<file path="src/hw/data_mem_pkg.sv">
// package: offsets, widths and reset values for the sectored data memory
// assumes: used by the data memory top and its address resolver
package data_mem_pkg;
   // ****************************************
   // widths
   // ****************************************
   localparam int DATA_W = 8;
   localparam int ADDR_W = 9;
   localparam int GP_DEPTH = 256;
   // ****************************************
   // special-function offsets within a sector
   // ****************************************
   localparam logic [7:0] OFS_INDIRECT_PORT_SECTOR0 = 8'h00;
   localparam logic [7:0] OFS_POINTER_SECTOR0 = 8'h01;
   localparam logic [7:0] OFS_INDIRECT_PORT_A = 8'h02;
   localparam logic [7:0] OFS_POINTER_A_LOW = 8'h03;
   localparam logic [7:0] OFS_POINTER_A_SECTOR = 8'h04;
   localparam logic [7:0] OFS_INDIRECT_PORT_B = 8'h0C;
   localparam logic [7:0] OFS_POINTER_B_LOW = 8'h0D;
   localparam logic [7:0] OFS_POINTER_B_SECTOR = 8'h0E;
   localparam logic [7:0] OFS_SPECIAL_LAST = 8'h7F;
   localparam logic [7:0] OFS_GENERAL_FIRST = 8'h80;
   // ****************************************
   // reset and read values
   // ****************************************
   localparam logic [7:0] POINTER_RESET = 8'h00;
   localparam logic [7:0] UNUSED_READ = 8'h00;
   // ****************************************
   // access kinds from the core
   // ****************************************
   typedef enum logic [1:0] {
      OP_WRITE = 2'b00,
      OP_SET_BIT = 2'b01,
      OP_CLR_BIT = 2'b11,
      OP_INC = 2'b10
   } op_e;
endpackage : data_mem_pkg

</file>
<file path="src/hw/resolve_if.sv">
// interface: carries an access address to the resolver and the resolved target back
// assumes: both ends share one clock; signals are combinational
`timescale 1ns/1ps
`default_nettype none
interface resolve_if;
   logic [8:0] req_addr;
   logic [7:0] ptr0;
   logic [7:0] ptr_a_low;
   logic [7:0] ptr_a_sector;
   logic [7:0] ptr_b_low;
   logic [7:0] ptr_b_sector;
   logic [8:0] eff_addr;
   logic eff_is_port;
   modport top (output req_addr, ptr0, ptr_a_low, ptr_a_sector, ptr_b_low, ptr_b_sector,
                input eff_addr, eff_is_port);
   modport resolver (input req_addr, ptr0, ptr_a_low, ptr_a_sector, ptr_b_low, ptr_b_sector,
                     output eff_addr, eff_is_port);
endinterface : resolve_if
`default_nettype wire

</file>
<file path="src/hw/addr_resolver.sv">
// module: maps a direct or extended address through the indirect ports
// assumes: pointer values come straight from the top's pointer registers
`timescale 1ns/1ps
`default_nettype none
module addr_resolver (
   resolve_if.resolver rif
);
   logic [7:0] ofs;
   logic sect;
   // ****************************************
   // redirect the three virtual ports
   // ****************************************
   always_comb begin
      ofs = rif.req_addr[7:0];
      sect = rif.req_addr[8];
      rif.eff_addr = rif.req_addr;
      rif.eff_is_port = 1'b0;
      // RULE7 port redirects access
      // ports exist in sector 0 only; sector 1 low offsets are plain unused space
      case ({sect, ofs})
         // RULE8 sector 0 only
         {1'b0, data_mem_pkg::OFS_INDIRECT_PORT_SECTOR0}: begin
            rif.eff_addr = {1'b0, rif.ptr0};
            rif.eff_is_port = 1'b1;
         end
         // RULE9 pair chooses sector
         {1'b0, data_mem_pkg::OFS_INDIRECT_PORT_A}: begin
            rif.eff_addr = {rif.ptr_a_sector[0], rif.ptr_a_low};
            rif.eff_is_port = 1'b1;
         end
         {1'b0, data_mem_pkg::OFS_INDIRECT_PORT_B}: begin
            rif.eff_addr = {rif.ptr_b_sector[0], rif.ptr_b_low};
            rif.eff_is_port = 1'b1;
         end
         default: begin
            rif.eff_addr = {sect, ofs};
            rif.eff_is_port = 1'b0;
         end
      endcase
   end
endmodule : addr_resolver
`default_nettype wire

</file>
<file path="src/hw/data_memory.sv">
// file: sectored data memory with pointers and indirect access ports
// assumes: the core drives one access per cycle; read data registered one cycle later
`timescale 1ns/1ps
`default_nettype none
// Notes on behaviour
// RULE1 - offsets 00H to 7FH in each sector decode as special-function space.
// RULE2 - offsets 80H to FFH in sectors 0 and 1 hold 256 bytes of general RAM.
// RULE3 - indirect access takes its sector from the high pointer byte and its offset from the low one.
// RULE4 - extended addresses carry 9 bits, the top bit the sector and the low byte the offset.
// RULE5 - extended access reaches every sector without pointers; direct access reaches sector 0 only.
// RULE6 - unused special-function locations read as 00H.
// RULE7 - accesses to a virtual port act on the pointed-to location instead.
// RULE8 - the first port with its single pointer reaches sector 0 only.
// RULE9 - the second and third ports use a low and high pointer pair and reach any sector.
// RULE10 - a port pointing at a port reads 00H and ignores writes.
// RULE11 - five pointer bytes are real registers, readable, writable, incrementable.
// RULE12 - general RAM is fully read/write with single-bit set and clear.
// RULE13 - protected special-function locations ignore writes.
// RULE14 - an indirect access takes the same cycle as a direct one, using current pointer values.
module data_memory (
   // clock and reset
   input wire logic clock,
   input wire logic rstn,
   // access from the core
   input wire logic acc_en,
   input wire logic acc_wr,
   input wire logic acc_ext,
   input wire logic [8:0] acc_addr,
   input wire logic [1:0] acc_op,
   input wire logic [2:0] acc_bit,
   input wire logic [7:0] acc_wdata,
   // protected special-function values from the rest of the core
   input wire logic [7:0] prot_rdata,
   // answers
   output logic [7:0] rdata,
   output logic rvalid,
   output logic wr_blocked
);
   // ****************************************
   // storage
   // ****************************************
   logic [7:0] gp_mem [0:data_mem_pkg::GP_DEPTH-1];
   logic [7:0] ptr0_reg, ptr0_next;
   logic [7:0] ptr_a_low_reg, ptr_a_low_next;
   logic [7:0] ptr_a_sector_reg, ptr_a_sector_next;
   logic [7:0] ptr_b_low_reg, ptr_b_low_next;
   logic [7:0] ptr_b_sector_reg, ptr_b_sector_next;
   logic [7:0] rdata_reg, rdata_next;
   logic rvalid_reg, rvalid_next;
   logic blocked_reg, blocked_next;
   logic [8:0] lookup_addr;
   logic [8:0] eff;
   logic via_port;
   logic [7:0] ofs;
   logic gp_hit;
   logic [7:0] old_val;
   logic [7:0] new_val;
   logic gp_we;
   logic [7:0] gp_index;
   resolve_if rif ();
   // ****************************************
   // address resolution
   // ****************************************
   // RULE4 nine-bit extended address
   // standard instructions see sector 0 only
   assign lookup_addr = acc_ext ? acc_addr : {1'b0, acc_addr[7:0]};
   assign rif.req_addr = lookup_addr;
   // RULE14 live pointer values
   // RULE3 sector from high byte
   assign rif.ptr0 = ptr0_reg;
   assign rif.ptr_a_low = ptr_a_low_reg;
   assign rif.ptr_a_sector = ptr_a_sector_reg;
   assign rif.ptr_b_low = ptr_b_low_reg;
   assign rif.ptr_b_sector = ptr_b_sector_reg;
   addr_resolver u_resolver (
      .rif(rif)
   );
   assign eff = rif.eff_addr;
   assign via_port = rif.eff_is_port;
   assign ofs = eff[7:0];
   // RULE1 special area below 80H
   // RULE2 general area from 80H
   assign gp_hit = (ofs >= data_mem_pkg::OFS_GENERAL_FIRST);
   // RULE2 index folds sector into ram
   assign gp_index = {eff[8], ofs[6:0]};
   // ****************************************
   // current value of the target location
   // ****************************************
   always_comb begin
      old_val = data_mem_pkg::UNUSED_READ;
      if (gp_hit) begin
         old_val = gp_mem[gp_index];
      end else if (eff[8] == 1'b0) begin
         case (ofs)
            // RULE11 pointers read back
            data_mem_pkg::OFS_POINTER_SECTOR0: old_val = ptr0_reg;
            data_mem_pkg::OFS_POINTER_A_LOW: old_val = ptr_a_low_reg;
            data_mem_pkg::OFS_POINTER_A_SECTOR: old_val = ptr_a_sector_reg;
            data_mem_pkg::OFS_POINTER_B_LOW: old_val = ptr_b_low_reg;
            data_mem_pkg::OFS_POINTER_B_SECTOR: old_val = ptr_b_sector_reg;
            // RULE10 ports have no storage
            data_mem_pkg::OFS_INDIRECT_PORT_SECTOR0,
            data_mem_pkg::OFS_INDIRECT_PORT_A,
            data_mem_pkg::OFS_INDIRECT_PORT_B: old_val = data_mem_pkg::UNUSED_READ;
            // RULE13 protected values passed through
            default: old_val = prot_rdata;
         endcase
      end else begin
         // RULE6 unused sector 1 special reads zero
         old_val = data_mem_pkg::UNUSED_READ;
      end
   end
   // ****************************************
   // modify: write, bit set, bit clear, increment
   // ****************************************
   always_comb begin
      new_val = acc_wdata;
      case (acc_op)
         // RULE12 single-bit set and clear
         data_mem_pkg::OP_SET_BIT: new_val = old_val | (8'h01 << acc_bit);
         data_mem_pkg::OP_CLR_BIT: new_val = old_val & ~(8'h01 << acc_bit);
         // RULE11 increment through the datapath
         data_mem_pkg::OP_INC: new_val = old_val + 8'h01;
         default: new_val = acc_wdata;
      endcase
   end
   // ****************************************
   // pointer registers and answers
   // ****************************************
   always_comb begin
      ptr0_next = ptr0_reg;
      ptr_a_low_next = ptr_a_low_reg;
      ptr_a_sector_next = ptr_a_sector_reg;
      ptr_b_low_next = ptr_b_low_reg;
      ptr_b_sector_next = ptr_b_sector_reg;
      rdata_next = rdata_reg;
      rvalid_next = 1'b0;
      blocked_next = 1'b0;
      gp_we = 1'b0;
      if (acc_en && !acc_wr) begin
         // RULE5 any sector by extended, sector 0 only by direct
         rdata_next = old_val;
         rvalid_next = 1'b1;
      end else if (acc_en && acc_wr) begin
         if (gp_hit) begin
            gp_we = 1'b1;
         end else if (eff[8] == 1'b0) begin
            case (ofs)
               // RULE11 pointers are real registers
               data_mem_pkg::OFS_POINTER_SECTOR0: ptr0_next = new_val;
               data_mem_pkg::OFS_POINTER_A_LOW: ptr_a_low_next = new_val;
               data_mem_pkg::OFS_POINTER_A_SECTOR: ptr_a_sector_next = new_val;
               data_mem_pkg::OFS_POINTER_B_LOW: ptr_b_low_next = new_val;
               data_mem_pkg::OFS_POINTER_B_SECTOR: ptr_b_sector_next = new_val;
               // RULE10 port writes dropped
               data_mem_pkg::OFS_INDIRECT_PORT_SECTOR0,
               data_mem_pkg::OFS_INDIRECT_PORT_A,
               data_mem_pkg::OFS_INDIRECT_PORT_B: blocked_next = 1'b1;
               // RULE13 protected locations not changed
               default: blocked_next = 1'b1;
            endcase
         end else begin
            // unused sector 1 special locations ignore writes
            blocked_next = 1'b1;
         end
      end
      // flag when the redirect itself landed on nothing
      if (acc_en && acc_wr && via_port && !gp_hit && blocked_next) begin
         blocked_next = 1'b1;
      end
   end
   // ****************************************
   // registers
   // ****************************************
   always_ff @(posedge clock) begin
      if (!rstn) begin
         ptr0_reg <= data_mem_pkg::POINTER_RESET;
         ptr_a_low_reg <= data_mem_pkg::POINTER_RESET;
         ptr_a_sector_reg <= data_mem_pkg::POINTER_RESET;
         ptr_b_low_reg <= data_mem_pkg::POINTER_RESET;
         ptr_b_sector_reg <= data_mem_pkg::POINTER_RESET;
         rdata_reg <= data_mem_pkg::UNUSED_READ;
         rvalid_reg <= 1'b0;
         blocked_reg <= 1'b0;
      end else begin
         ptr0_reg <= ptr0_next;
         ptr_a_low_reg <= ptr_a_low_next;
         ptr_a_sector_reg <= ptr_a_sector_next;
         ptr_b_low_reg <= ptr_b_low_next;
         ptr_b_sector_reg <= ptr_b_sector_next;
         rdata_reg <= rdata_next;
         rvalid_reg <= rvalid_next;
         blocked_reg <= blocked_next;
      end
   end
   // ram has no reset; contents are undefined at power-up
   always_ff @(posedge clock) begin
      if (gp_we) begin
         gp_mem[gp_index] <= new_val;
      end
   end
   assign rdata = rdata_reg;
   assign rvalid = rvalid_reg;
   assign wr_blocked = blocked_reg;
endmodule : data_memory
`default_nettype wire

</file>
<file path="config.mk">
export PLATFORM = sky130hd
export DESIGN_NAME = data_memory
export DESIGN_NICKNAME = d
export VERILOG_FILES = /design/src/hw/data_mem_pkg.sv /design/src/hw/resolve_if.sv /design/src/hw/addr_resolver.sv /design/src/hw/data_memory.sv
export SDC_FILE = /design/constraint.sdc
export NUM_CORES = 2
export LEC_CHECK = 0
export CORE_MARGIN = 10
export CORE_UTILIZATION = 44
export DETAILED_ROUTE_END_ITERATION = 8
export DONT_BUFFER_PORTS = 1
export SLEW_MARGIN = 20
export SYNTH_ARGS = -nofsm -noshare
export SYNTH_HDL_FRONTEND = slang
export SYNTH_SLANG_ARGS = --single-unit
</file>
<file path="constraint.sdc">
create_clock -name clock -period 19.37 [get_ports clock]
set_clock_uncertainty 0.05 [all_clocks]
set_input_delay 2.9055 -clock clock [delete_from_list [all_inputs] [get_ports clock]]
set_output_delay 2.9055 -clock clock [all_outputs]
set_load 0.05 [all_outputs]
</file>
==> flow_summary.toml <==
[status]
status = "complete, no violations"

[detailed_routing]
viasPerCell = 6.40
wl_per_cell_um = 34.0
dr.pass1.iters = 8
drt_wl_total_um = 257000
vias = 48385
drtAntennaViolNets = 0
drc_errors = 0
drt_iter0_markers = 7237

[global_routing]
grt_pass1_wl_um = 362000
antenna_found_initial = 8
grt_remaining_overflow = 0
grt_pass1_vias = 45893
grt_max_degree = 221
grt_util_all_layers_pct = 24.0

[logic_synthesis]
syn_area_um2 = 83600
netlist_instances = 4879
syn-num-nets = 4915
synthTopCellsByArea = "edfxtp_1 74%, mux4_2 7.9%, nand2_1 2.2%"
yosysWarnings = 0
synth_edf_count = 2048
yosys.area.top_type = "edfxtp_1"
yosys.area.top_type_share_pct = 73.6
ys_types = 95
async_flop_share_pct = 0
synth.most_common_cell = "edfxtp_1"
post_synth.cell_area_avg_um2 = 17.1
ys.flop_type = "edfxtp_1"
ys_ff_latch = 2098
synthTopCellsByCount = "2048 x edfxtp_1, 501 x nand2_1, 315 x nor2_1"
seq_area_frac_synth_pct = 74.8

[cells_and_area]
syn2layout_area_growth_pct = 11.2
largest_reg_flops = 2048
drive_gt1_share_pct = 15.9
stdcell_area_um2 = 93000
largest-register = "gp_mem"
fin_nets = 4926
utilization_pct = 49.4

[timing]
setup_ws_ns = 8.13
finalHoldViolCount = 0
fmax_mhz = 88.9
fin_crit_sh_pct = 58.0
tns_ns = 0
setup_viol = 0
fin_crit_ns = 11.24
worstMarginPinSlew_ns = 1.32
hold_ws_ns = 0.424
slew_headroom_pct = 11.0
maxSlewViolCount = 0
rsz0062_at_grt = "false"

[worst_setup_path]
worstSetupPathType = "input port to flop"
ff2ff_path_depth = 20
required_ns = 19.80
path_common_cell = "buf_4"
cp.depth = 21
path_buf_inv = 8
cp_cell_sequence = "nor4_2, buf_4, o2111ai_4, buf_4, nand2_8, buf_4, buf_4, buf_12, mux4_2, a22oi_1, a21oi_1, nor4_1, nand4_1, o31ai_1, inv_1, ha_1, and2_1, and3_1, or4_4, inv_8, buf_4"
cp.arrival_ns = 11.68
start_kind = "input port"
cp_slowest_cell = "buf_4"
cp_top_family = "buffers and inverters"
crit_path_end_kind = "flop"
critPathMaxFanout = 161
critPathMaxStageDelay_ns = 0.80
reg2reg_to = "gp_mem[80][6]"
r2r_start = "ptr0_reg[1]"
r2r_setup_slack_ns = 9.87

[place]
placed_area_um2 = 86400
gp_congestion = 0.922
dp_slack_ns = 7.47
io_buffers = 0
post-dp-hpwl_um = 154000

[pwr]
vdd_drop_max_uv = 98.3
p_per_area_nw_per_um2 = 105
leakage_nw = 29.5

[floorplanning]
die_area_um2 = 208000
start_util_pct = 44.4
io-pin-count = 45
fp.dieW_um = 456
row_count = 159
fp.dieH_um = 456
core_area_um2 = 188000

[job]
max_cap_viol_count = 0

[worst_hold_path]
whs_path_depth = 2
hold_path_class = "flop to flop"
hold-path-endpoint = "ptr_b_sector_reg[6]"
hold_path.startpoint = "ptr_b_sector_reg[6]"

[clocking]
clock-sinks = 2098
ctsHoldBuffers = 0
htreeDepth = 4
cts_tree = "done"
cts_buffer_depth = 3
clock-root-buffer = "clkbuf_16"
clk_latency_ns = 0.87
cts_setup_buffers = 0
clk_pin_slew_ns = 0.07
numCtsBuffers = 207
post_cts_resized = 0
-- cell type report --
class                      count  area [µm²]
fill                       15355       95400
timing repair buffer         141        1230
clock inverter               125        1150
inverter                      15        78.8
tap                         2495        3120
antenna                        1        2.50
clock buffer                 256        5410
multi-input combinational   2427       19500
sequential                  2098       62500
-- power breakdown --
part / total (W) / internal (W) / leakage, nW / switching (W)
clock network: 0.00393 / 0.00219 / 3.20 / 0.00174
logic: 0.000687 / 0.000157 / 7.37 / 0.000530
registers: 0.00515 / 0.00514 / 18.9 / 0.00000611
-- how the worst max path moves through the flow --
| stage | to | start |
|---|---|---|
| 2_1_floorplan | gp_mem[0][7] | acc_addr[1] |
| 3_3_place_gp | gp_mem[6][6] | acc_addr[5] |
| 3_5_place_dp | gp_mem[7][6] | acc_addr[5] |
| 4_1_cts | gp_mem[189][6] | acc_addr[5] |
| 5_1_grt | gp_mem[80][6] | acc_addr[5] |
| 6_report | gp_mem[80][6] | acc_addr[5] |
-- worst min-delay path: stages (launching register included) --
cell and delay, ns:
dfxtp_1 0.32, nand3_1 0.06, o21ai_1 0.05
-- cell usage in the layout, fill, tap and decap left out, drive strengths merged, types with 50 or more instances in the layout --
cell type  synthesis  final
dfxtp             50     50
nand2            503    503
clkbuf           128    257
edfxtp          2048   2048
a21oi            114    114
mux2i            146    146
buf              211    140
nor2             319    319
a31oi             71     71
nand3            155    155
mux4             295    295
a22oi            132    132
clkinv             0     93
and3             111    111
a211oi           110    110
-- through the flow --
step | instances | power (W)
2_1_floorplan | 4879 | 0.00568
3_3_place_gp | 7174 | 0.00591
3_5_place_dp | 7175 | 0.00592
4_1_cts | 7556 | 0.00979
5_1_grt | 7557 | 0.0100
6_report | 7558 | 0.00976
-- kinds of logic after synthesis --
group / after synthesis / share of synthesized area, %
flops: 2098 / 74.8
simple gates: 1222 / 6.57
compound gates: 754 / 6.66
mux: 448 / 9.79
buf+inv: 354 / 2.18
xor+xnor: 2 / 0.0210
fa+ha+maj: 1 / 0.0150
-- layer usage --
layer | global-route usage (%) | vias to the layer above | part of all wire (%)
met3 | 6.24 | 547 | 11
met4 | 10.9 | 12 | 5.0
met2 | 35.2 | 3026 | 44
met5 | 0 | - | 0.028
li1 | - | 19670 | -
met1 | 33.8 | 25130 | 40
(Power assumes the default switching activity.)
